==> config.mk <==
export PLATFORM = sky130hd
export DESIGN_NAME = low_power_mode_control
export DESIGN_NICKNAME = d
export VERILOG_FILES = /design/src/common/lpm_pkg.sv /design/src/hdl/low_power_mode_control.sv
export SDC_FILE = /design/constraint.sdc
export NUM_CORES = 1
export LEC_CHECK = 0
export ABC_AREA = 1
export BUFFER_PORTS_ARGS = -buffer_cell sky130_fd_sc_hd__clkbuf_2
export CAP_MARGIN = 40
export CORE_MARGIN = 2
export CORE_UTILIZATION = 48
export CTS_BUF_LIST = sky130_fd_sc_hd__clkbuf_4 sky130_fd_sc_hd__clkbuf_8
export DETAILED_ROUTE_END_ITERATION = 10
export PLACE_DENSITY_LB_ADDON = 0.3
export SLEW_MARGIN = 15
export SYNTH_ARGS = -nofsm -noshare
export SYNTH_HDL_FRONTEND = slang
export SYNTH_SLANG_ARGS = --single-unit
==> constraint.sdc <==
create_clock -name clk -period 1.5 [get_ports clk]
set_input_delay 0.15 -clock clk [delete_from_list [all_inputs] [get_ports clk]]
set_output_delay 0.15 -clock clk [all_outputs]
set_load 0.1 [all_outputs]
==> src/common/lpm_pkg.sv <==
// shared constants for the low-power mode controller
package lpm_pkg;
    typedef enum logic [1:0] {
        ST_RUN,
        ST_WAIT,
        ST_STOP,
        ST_RECOVER
    } lp_state_t;

    localparam logic [15:0] VEC_RESET    = 16'hfffe;
    localparam logic [15:0] VEC_BREAK    = 16'hfffc;
    localparam logic [15:0] VEC_PIN_IRQ  = 16'hfffa;
    localparam logic [15:0] VEC_SYNTH    = 16'hfff8;
    localparam logic [15:0] VEC_KEYPAD   = 16'hffde;
    localparam logic [15:0] VEC_TIMEBASE = 16'hffdc;

    localparam int          RECOVER_LONG_CYC  = 4096;
    localparam int          RECOVER_SHORT_CYC = 32;
    localparam int          RECOVER_W         = 12;
    localparam logic [11:0] RECOVER_LONG_LOAD  = 12'(RECOVER_LONG_CYC - 1);
    localparam logic [11:0] RECOVER_SHORT_LOAD = 12'(RECOVER_SHORT_CYC - 1);
    localparam logic [11:0] RECOVER_RESET = 12'h000;
    localparam logic        BCS_RESET     = 1'b0;
endpackage

==> src/hdl/low_power_mode_control.sv <==
// wait/stop low-power mode controller: clock gating, wake decode, exit vector
`timescale 1ns/100ps
`default_nettype none

module low_power_mode_control
(
    input  wire logic        clk,
    input  wire logic        rst_b,
    input  wire logic        clk_en,
    input  wire logic        wait_exec,
    input  wire logic        stop_exec,
    input  wire logic        stop_enable,
    input  wire logic        osc_run_in_stop_enable,
    input  wire logic        short_recovery_select,
    input  wire logic        bcs_write,
    input  wire logic        bcs_wdata,
    input  wire logic        pin_reset_b,
    input  wire logic        watchdog_timeout,
    input  wire logic        lvm_enable,
    input  wire logic        lvm_reset_enable,
    input  wire logic        lvm_low,
    input  wire logic        irq_pin_b,
    input  wire logic        pin_interrupt_mask,
    input  wire logic        keypad_req,
    input  wire logic        keypad_interrupt_mask,
    input  wire logic        break_req,
    input  wire logic        synth_irq,
    input  wire logic        timebase_irq,
    input  wire logic        periph_irq,
    input  wire logic [15:0] periph_vector,
    output lpm_pkg::lp_state_t lp_state,
    output logic             cpu_clock_en,
    output logic             bus_clock_en,
    output logic             osc_enable,
    output logic             synth_power_on,
    output logic             crystal_clock_en,
    output logic             generator_output_clock_en,
    output logic             generator_int_clock_en,
    output logic             base_clock_select,
    output logic             watchdog_clock_en,
    output logic             watchdog_prescaler_clear,
    output logic             breakpoint_unit_idle,
    output logic             serial_clock_en,
    output logic             timer_clock_en,
    output logic             timebase_clock_en,
    output logic             timebase_access_en,
    output logic             imask_clear,
    output logic             imask_set,
    output logic             break_during_wait_flag_set,
    output logic             sync_serial_abort,
    output logic             illegal_opcode_reset,
    output logic             vector_valid,
    output logic [15:0]      vector_addr
);
    import lpm_pkg::*;

    lp_state_t        state_q, state_d;
    logic [11:0]      recov_q, recov_d;
    logic             bcs_q;
    logic [1:0]       irq_sync_q;
    logic             irq_last_q;
    logic [1:0]       rst_sync_q;
    logic             imask_clear_q, imask_set_q, bw_set_q, abort_q, ilop_q;
    logic             vec_valid_q;
    logic [15:0]      vec_q;

    // pins pass two flops before any logic reads them
    always_ff @(posedge clk or negedge rst_b) begin
        if (!rst_b) begin
            irq_sync_q <= 2'b11;
            irq_last_q <= 1'b1;
            rst_sync_q <= 2'b11;
        end else if (clk_en) begin
            irq_sync_q <= {irq_sync_q[0], irq_pin_b};
            irq_last_q <= irq_sync_q[1];
            rst_sync_q <= {rst_sync_q[0], pin_reset_b};
        end
    end

    wire in_run     = (state_q == ST_RUN);
    wire in_wait    = (state_q == ST_WAIT);
    wire in_stop    = (state_q == ST_STOP);
    wire in_recover = (state_q == ST_RECOVER);
    wire low_power  = in_wait | in_stop;

    // wake and reset sources
    wire irq_fall   = irq_last_q & ~irq_sync_q[1];
    wire irq_wake   = irq_fall & ~pin_interrupt_mask;
    wire kbd_wake   = keypad_req & ~keypad_interrupt_mask;
    wire lvm_rst    = lvm_enable & lvm_reset_enable & lvm_low;
    wire pin_rst    = ~rst_sync_q[1];
    // watchdog has no clock in stop, so its timeout only matters in wait
    wire wait_rst   = pin_rst | lvm_rst | watchdog_timeout;
    wire stop_rst   = pin_rst | lvm_rst;
    wire tb_stop_ok = timebase_irq & osc_run_in_stop_enable;

    wire wait_exit  = wait_rst | break_req | irq_wake | synth_irq
                    | kbd_wake | timebase_irq | periph_irq;
    wire stop_exit  = stop_rst | break_req | irq_wake | kbd_wake | tb_stop_ok;

    // exit vector, highest priority first
    wire [15:0] wait_vec = wait_rst     ? VEC_RESET    :
                           break_req    ? VEC_BREAK    :
                           irq_wake     ? VEC_PIN_IRQ  :
                           synth_irq    ? VEC_SYNTH    :
                           kbd_wake     ? VEC_KEYPAD   :
                           timebase_irq ? VEC_TIMEBASE :
                                          periph_vector;
    wire [15:0] stop_vec = stop_rst     ? VEC_RESET    :
                           break_req    ? VEC_BREAK    :
                           irq_wake     ? VEC_PIN_IRQ  :
                           kbd_wake     ? VEC_KEYPAD   :
                                          VEC_TIMEBASE;

    wire go_wait    = in_run & wait_exec;
    wire go_stop    = in_run & stop_exec & stop_enable;
    wire bad_stop   = in_run & stop_exec & ~stop_enable;
    wire leave_wait = in_wait & wait_exit;
    wire leave_stop = in_stop & stop_exit;
    wire recov_done = in_recover & (recov_q == RECOVER_RESET);
    wire [11:0] recov_load = short_recovery_select ? RECOVER_SHORT_LOAD
                                                   : RECOVER_LONG_LOAD;

    always_comb begin
        state_d = state_q;
        recov_d = recov_q;
        case (state_q)
            ST_RUN: begin
                if (go_wait) begin
                    state_d = ST_WAIT;
                end else if (go_stop) begin
                    state_d = ST_STOP;
                end
            end
            ST_WAIT: begin
                if (wait_exit) begin
                    state_d = ST_RUN;
                end
            end
            ST_STOP: begin
                if (stop_exit) begin
                    state_d = ST_RECOVER;
                    recov_d = recov_load;
                end
            end
            ST_RECOVER: begin
                if (recov_q == RECOVER_RESET) begin
                    state_d = ST_RUN;
                end else begin
                    recov_d = recov_q - 12'h001;
                end
            end
            default: begin
                state_d = ST_RUN;
            end
        endcase
    end

    always_ff @(posedge clk or negedge rst_b) begin
        if (!rst_b) begin
            state_q <= ST_RUN;
            recov_q <= RECOVER_RESET;
        end else if (clk_en) begin
            state_q <= state_d;
            recov_q <= recov_d;
        end
    end

    // base clock select: stop entry forces the halved crystal clock and
    // the hardware clear wins over a same-cycle software write
    always_ff @(posedge clk or negedge rst_b) begin
        if (!rst_b) begin
            bcs_q <= BCS_RESET;
        end else if (clk_en) begin
            if (go_stop) begin
                bcs_q <= 1'b0;
            end else if (bcs_write & in_run) begin
                bcs_q <= bcs_wdata;
            end
        end
    end

    // event pulses to core and peripherals
    always_ff @(posedge clk or negedge rst_b) begin
        if (!rst_b) begin
            imask_clear_q <= 1'b0;
            imask_set_q   <= 1'b0;
            bw_set_q      <= 1'b0;
            abort_q       <= 1'b0;
            ilop_q        <= 1'b0;
            vec_valid_q   <= 1'b0;
            vec_q         <= VEC_RESET;
        end else if (clk_en) begin
            imask_clear_q <= go_wait | go_stop;
            imask_set_q   <= (leave_wait & wait_rst) | (leave_stop & stop_rst);
            bw_set_q      <= leave_stop & ~stop_rst & break_req;
            abort_q       <= leave_stop & stop_rst;
            ilop_q        <= bad_stop;
            vec_valid_q   <= leave_wait | recov_done;
            if (leave_wait) begin
                vec_q <= wait_vec;
            end else if (leave_stop) begin
                vec_q <= stop_vec;
            end
        end
    end

    // clock and module gating
    wire osc_off_stop = (in_stop | in_recover) & ~osc_run_in_stop_enable;
    assign lp_state                  = state_q;
    assign cpu_clock_en              = in_run;
    assign bus_clock_en              = in_run | in_wait
                                     | (in_stop & osc_run_in_stop_enable);
    assign osc_enable                = ~(in_stop & ~osc_run_in_stop_enable);
    assign synth_power_on            = ~(in_stop | in_recover);
    assign crystal_clock_en          = ~(in_stop & ~osc_run_in_stop_enable);
    assign generator_output_clock_en = ~osc_off_stop;
    assign generator_int_clock_en    = ~osc_off_stop;
    assign base_clock_select         = bcs_q;
    assign watchdog_clock_en         = ~(in_stop | in_recover);
    assign watchdog_prescaler_clear  = in_stop;
    assign breakpoint_unit_idle      = in_stop;
    // serial and timer state is frozen, not reset, so it resumes on exit
    assign serial_clock_en           = ~(in_stop | in_recover);
    assign timer_clock_en            = ~(in_stop | in_recover);
    assign timebase_clock_en         = in_run | in_wait
                                     | (in_stop & osc_run_in_stop_enable);
    assign timebase_access_en        = ~low_power;
    assign imask_clear               = imask_clear_q;
    assign imask_set                 = imask_set_q;
    assign break_during_wait_flag_set = bw_set_q;
    assign sync_serial_abort         = abort_q;
    assign illegal_opcode_reset      = ilop_q;
    assign vector_valid              = vec_valid_q;
    assign vector_addr               = vec_q;

    a_wait_entry: assert property (@(posedge clk) disable iff (!rst_b)
        (clk_en && go_wait) |=> (state_q == ST_WAIT) && imask_clear && !cpu_clock_en)
        else $error("wait entry did not gate cpu clock or clear mask");

    a_stop_entry: assert property (@(posedge clk) disable iff (!rst_b)
        (clk_en && go_stop) |=> in_stop && imask_clear && !cpu_clock_en)
        else $error("stop entry did not gate cpu clock or clear mask");

    a_stop_disabled: assert property (@(posedge clk) disable iff (!rst_b)
        (clk_en && bad_stop) |=> illegal_opcode_reset && in_run)
        else $error("disabled stop did not raise illegal opcode reset");

    a_short_recov: assert property (@(posedge clk) disable iff (!rst_b)
        (clk_en && leave_stop && short_recovery_select)
        |=> (recov_q == RECOVER_SHORT_LOAD) && !cpu_clock_en)
        else $error("short recovery not loaded");

    a_recov_hold: assert property (@(posedge clk) disable iff (!rst_b)
        in_recover |-> !cpu_clock_en && !bus_clock_en)
        else $error("clocks running during recovery");

    a_bcs_cleared: assert property (@(posedge clk) disable iff (!rst_b)
        (clk_en && go_stop) |=> !base_clock_select)
        else $error("stop entry left base clock select set");

    a_wait_bus: assert property (@(posedge clk) disable iff (!rst_b)
        in_wait |-> bus_clock_en && timebase_clock_en && watchdog_clock_en
                    && !timebase_access_en)
        else $error("wait mode gating wrong");

    a_osc_off: assert property (@(posedge clk) disable iff (!rst_b)
        (in_stop && !osc_run_in_stop_enable)
        |-> !osc_enable && !crystal_clock_en && !generator_output_clock_en
            && !synth_power_on && !timebase_clock_en)
        else $error("oscillator not shut down in stop");

    a_masked_irq: assert property (@(posedge clk) disable iff (!rst_b)
        (clk_en && in_stop && pin_interrupt_mask && !stop_rst && !break_req
         && !kbd_wake && !tb_stop_ok) |=> in_stop)
        else $error("masked source woke stop");

    a_reset_vec: assert property (@(posedge clk) disable iff (!rst_b)
        (clk_en && leave_wait && wait_rst)
        |=> vector_valid && vector_addr == VEC_RESET && imask_set)
        else $error("reset wait exit vector wrong");

    a_spi_abort: assert property (@(posedge clk) disable iff (!rst_b)
        (clk_en && leave_stop && stop_rst) |=> sync_serial_abort)
        else $error("reset stop exit did not abort sync serial");
endmodule

`default_nettype wire

==> Word-level counts from Yosys, hierarchy flattened <==
Index checks and enable logic that the tools add are counted.
{ "op_classes": {"addsub": 1, "reduce_logical": 9, "n_bitwise": 51, "n_mux": 24, "eq_ne": 8} }
{ "ops": {"columns": ["operator", "n"], "rows": [
  ["2-to-1 mux 16 bit", 8],
  ["2-to-1 mux 12 bit", 3],
  ["one-hot mux 12 bit (2 select lines)", 1],
  ["AND 1 bit", 21],
  ["bitwise OR 1 bit", 19],
  ["2-to-1 mux 6 bit", 3],
  ["logical NOT 12 bit", 1],
  ["2-to-1 mux 2 bit", 6],
  ["subtractor 12 x 1 -> 12 bit, second input constant", 1],
  ["inverter 1 bit", 11],
  ["one-hot mux 2 bit (4 select lines)", 1],
  ["!= test 2 x 1 -> 1 bit, second input constant", 3],
  ["nonzero test 2 bit", 3],
  ["AND reduction 5 bit", 1],
  ["== test 2 bit, second input constant", 2],
  ["AND reduction 2 bit", 2],
  ["AND reduction 4 bit", 1],
  ["!= test 3 x 1 -> 1 bit, second input constant", 1],
  ["== test 2 x 1 -> 1 bit, second input constant", 1],
  ["logical NOT 2 bit", 1],
  ["2-to-1 mux 1 bit", 2],
  ["!= test 2 bit, second input constant", 1]
]} }
{ "word_totals": {"ff_bits": 42, "elab_cells": 106, "in_bits": 39, "output_inout_bits": 39} }

==> Longest topological paths before layout <==
{ "logic_depth": {"word_depth": 13, "ltp_mapped": 11, "depth_no_buf": 10} }

==> Least setup slack after synthesis <==
No wires, ideal clock.
{ "synth_timing": {"path_kind": "register -> output", "start": "register state_q[0] (netlist: lp_state[0])", "end": "output port generator_output_clock_en", "required_ps": 1350, "setup_slack_ps": -3607, "arrival_time_ps": 4957, "path_stages_with_launch": 8, "path_buffers": 2, "cell_sequence": "dfrtp_1 inv_1 ha_1 buf_2 nor2_1 inv_1 nand2_1 buf_4"} }
{ "synth_via": {"elab_chain_len": 4, "elab_cells_between_ends": 5, "cone_classes": "2 x eq/ne; 3 x bitwise"} }
{ "synth_rtl": {"columns": ["element", "line_no", "source"], "rows": [
  ["start: declaration", "low_power_mode_control.sv:57", "lp_state_t state_q, state_d;"],
  ["start signal: assignment", "low_power_mode_control.sv:164", "state_q <= state_d;"],
  ["== test 2 bit", "low_power_mode_control.sv:82", "wire in_stop = (state_q == ST_STOP);"],
  ["via breakpoint_unit_idle", "low_power_mode_control.sv:42", "output logic breakpoint_unit_idle,"],
  ["bitwise OR 1 bit", "low_power_mode_control.sv:209", "wire osc_off_stop = (in_stop | in_recover) & ~osc_run_in_stop_enable;"],
  ["AND 1 bit", "low_power_mode_control.sv:209", null],
  ["inverter 1 bit", null, null],
  ["end: declaration", "low_power_mode_control.sv:37", "output logic generator_output_clock_en,"]
]} }
The timed path passes the listed nets, and every way through them passes these cells.

==> Worst setup path in the final report <==
{ "layout_timing": {"start": "register state_q[1] (netlist: lp_state[1])", "end": "output port generator_int_clock_en"} }
{ "layout_via": {"elab_chain_len": 4, "elab_cells_between_ends": 5, "cone_classes": "2 x eq/ne; 3 x bitwise"} }
{ "layout_rtl": {"columns": ["element", "line_no", "source"], "rows": [
  ["== test 2 bit (on tied branches)", "low_power_mode_control.sv:82, low_power_mode_control.sv:83", null],
  ["bitwise OR 1 bit (*)", "low_power_mode_control.sv:209", null],
  ["AND 1 bit (*)", "low_power_mode_control.sv:209", null],
  ["inverter 1 bit (*)", "low_power_mode_control.sv:218", "assign generator_int_clock_en = ~osc_off_stop;"],
  ["end: declaration", "low_power_mode_control.sv:38", "output logic generator_int_clock_en,"]
]} }
Every way passes the cells marked *; elsewhere a longest branch is shown, timed or not.

==> flow_summary.toml <==
[detailed_routing]
route.detailed.drc = 0
finalWirelength_um = 9851
vias = 3198
via_per_inst = 5.420
drt_iter0_drc = 284
drtPass1Iterations = 5
wl_per_cell_um = 16.70
ant_nets = 0

[sta]
grt_setup_unrepaired = "true"
maxSlewHeadroom_pct = 63.77
worstMarginPinSlew_ps = 543.5
max_freq_mhz = 546.3
clock-skew-final_ps = 12.00
setup_viol = 48
min_period_over_period_pct = 122.0
setup_tns_ps = -8470
drv_slew = 0
hold_viol = 0
fin_crit_ps = 1831
postLayoutSetupSlackWorst_ps = -330.6

[place]
dp_hpwl_um = 5434
gp_congestion = 0.8276
io_buffers = 77

[grt]
overflow = 0
track_usage_pct = 24.70
grt_max_degree = 43
grtUsageMet2_pct = 43.83
antenna_found_initial = 0
busiest_layer = "met2"
first_global_vias = 2775
grt_util_met1_pct = 30.33
use_met3_pct = 4.270
grt_pass1_wl_um = 12520

[setup_path]
r2r_start = "lp_state[1]$_DFFE_PN0P_"
cp_top_family = "flip-flops"
worstPathArrival_ps = 1680
endpoint_kind = "primary output"
crit_path_max_incr_delay_ps = 560
r2r_end = "lp_state[0]$_DFFE_PN0P_"
cp.required_ps = 1350
r2r_slack_ps = -300
cp.buffers_inverters = 3
crit_chain = "ha_4 > nor2_4 > inv_4 > buf_12 > nand2_8 > buf_12"
r2r_cells = 9
startpoint_type = "register"
critPathKind = "register to primary output"
cp_common_cell = "buf_12"
crit_fanout = 4
cp_slowest_cell = "dfrtp_4"

[clock_network]
clock-sinks = 42
cts_tree = "yes"
path_clk_slew_ps = 90
worstSkewPairLatency_ps = 310
cts_buffers = 5
cts_max_path_buffers = 2
clockRootBuffer = "clkbuf_8"
htreeDepth = 2

[final_layout]
fill_cells = 318
drive_above_1_share_pct = 50.97
area_growth_pct = 62.21
antenna_cells = 0
fin_nets = 562

[hold_path]
worstHoldPathCells = 3
holdCritStartpoint = "irq_pin_b"
hp-class = "input pin to register"
holdPathEnd = "irq_sync_q[0]$_DFFE_PN1P_"

[logic_synthesis]
ys_async_sr_fraction_pct = 100.0
synth_cell_types = 34
synthTopCellsByArea = "nand2_1 (20%), dfrtp_1 (20%), dfstp_2 (19%)"
syn_avg_cell_area_sq_um = 7.083
synth_warnings = 0
synth_common_cells = "nand2_1 (151), nand3_1 (38), nor2_1 (33), inv_1 (28), dfrtp_1 (22)"
yosys.area.top_type = "nand2_1"
synth_top_area_share_pct = 20.26
yosysSeqAreaShare_pct = 38.46
yosysMostFrequentCell = "nand2_1"
synthesis.nets = 440
synth_ff_type = "dfrtp_1"
syn-cell-area_sq_um = 2798
synth_edf_count = 0
synth_cells = 395
synth-seq-cells = 42

[run_status]
violations = "negative setup slack"
status = "finished with violations"

[floorplan]
die_h_um = 80.35
rows = 27
die_x_um = 80.35
io_pins = 78
start_util_pct = 50.19
core_sq_um = 5574
dieArea_sq_um = 6455

[job]
cap_violations = 0
[tightest hold or removal path, cell delays in order]
cell and delay [ps]:
clkbuf_2 80, nand2_1 50, nand2_1 50
[how the worst max path moves through the flow]
stage	startpoint	to	slack, ps	cells after the start
finish	lp_state[1]$_DFFE_PN0P_	generator_int_clock_en	-330	6
global route	lp_state[1]$_DFFE_PN0P_	generator_int_clock_en	-350	6
CTS	lp_state[1]$_DFFE_PN0P_	timebase_clock_en	-270	5
detailed placement	lp_state[1]$_DFFE_PN0P_	lp_state[1]$_DFFE_PN0P_	-90	7
global placement	lp_state[0]$_DFFE_PN0P_	generator_int_clock_en	-20	6
floorplan	lp_state[0]$_DFFE_PN0P_	generator_output_clock_en	-900	7
[flip-flops by register name, summed over array words and instances, names as in the netlist]
name	cells
irq_sync_q	2
irq_last_q	1
rst_sync_q	2
lp_state	2
imask_clear	1
imask_set	1
vector_addr	16
vector_valid	1
break_during_wait_flag_set	1
illegal_opcode_reset	1
sync_serial_abort	1
recov_q	12
base_clock_select	1
[cell usage in the layout, fill, tap and decap left out, types with 6 or more instances in the layout]
| cell type | netlist | final |
|---|---|---|
| dfstp_2 | 20 | 20 |
| nand3_2 | 3 | 15 |
| clkbuf_2 | 0 | 46 |
| nor3_1 | 12 | 11 |
| nor2_1 | 33 | 29 |
| buf_6 | 3 | 15 |
| nand2_4 | 2 | 10 |
| buf_4 | 9 | 52 |
| nand3_1 | 38 | 21 |
| nand3_4 | 3 | 8 |
| dfrtp_1 | 22 | 20 |
| o21ai_2 | 0 | 6 |
| buf_12 | 0 | 18 |
| o21ai_0 | 17 | 10 |
| nand2_2 | 2 | 17 |
| inv_1 | 28 | 22 |
| nand2_1 | 151 | 127 |
| nor2_4 | 3 | 7 |
[per-stage QoR]
stage,std cells,utilization (%),hold slack (ps),setup slack (ps),instance area [sq um]
after global placement,561,67.72,249.9,-19.15,3775
after detailed placement,561,67.72,257.5,-88.94,3775
after CTS,574,71.58,29.59,-271.8,3990
final,590,81.41,28.47,-330.6,4538
after global routing,590,81.41,56.01,-349.9,4538
after floorplan,395,-,-145.6,-898.7,2887
[layer usage]
metal / part of all wire, % / vias up
met4: 4.7 / 0
met1: 38 / 1492
met3: 5.8 / 51
met5: 0 / -
met2: 51 / 165
li1: - / 1490
[repair_timing]
| action | in CTS | in global routing |
|---|---|---|
| cloned | 0 | 3 |
| gates resized for setup | 21 | 91 |
| endpoints found under the hold margin | 22 | 0 |
| hold buffers | 1 | 0 |
| pin swaps | 7 | 52 |
| endpoints found under the setup margin | 44 | 47 |
| buffers inserted | 4 | 14 |
[cells by family after synthesis]
family | Yosys count | share of synthesized area [%]
adder cells (fa/ha/maj) | 6 | 2.683
buffers and inverters | 57 | 9.973
flip-flops | 42 | 38.46
XOR/XNOR | 3 | 0.9393
AND/OR/NAND/NOR | 259 | 42.49
AO/OA/AOI/OAI | 28 | 5.456
[area by class of cell]
cell class / instances / area, sq um / area share, %
Clock buffer: 6 / 76.32 / 1.682
Clock inverter: 2 / 10.01 / 0.2206
Inverter: 33 / 148.9 / 3.281
Multi-Input combinational cell: 297 / 1874 / 41.30
Sequential cell: 42 / 1084 / 23.88
Tap cell: 72 / 90.09 / 1.985
Timing Repair Buffer: 138 / 1255 / 27.65
Power is left out: the tool's default activity adds up to more than one toggle a clock period on the data nets, which glitch-free logic cannot reach.
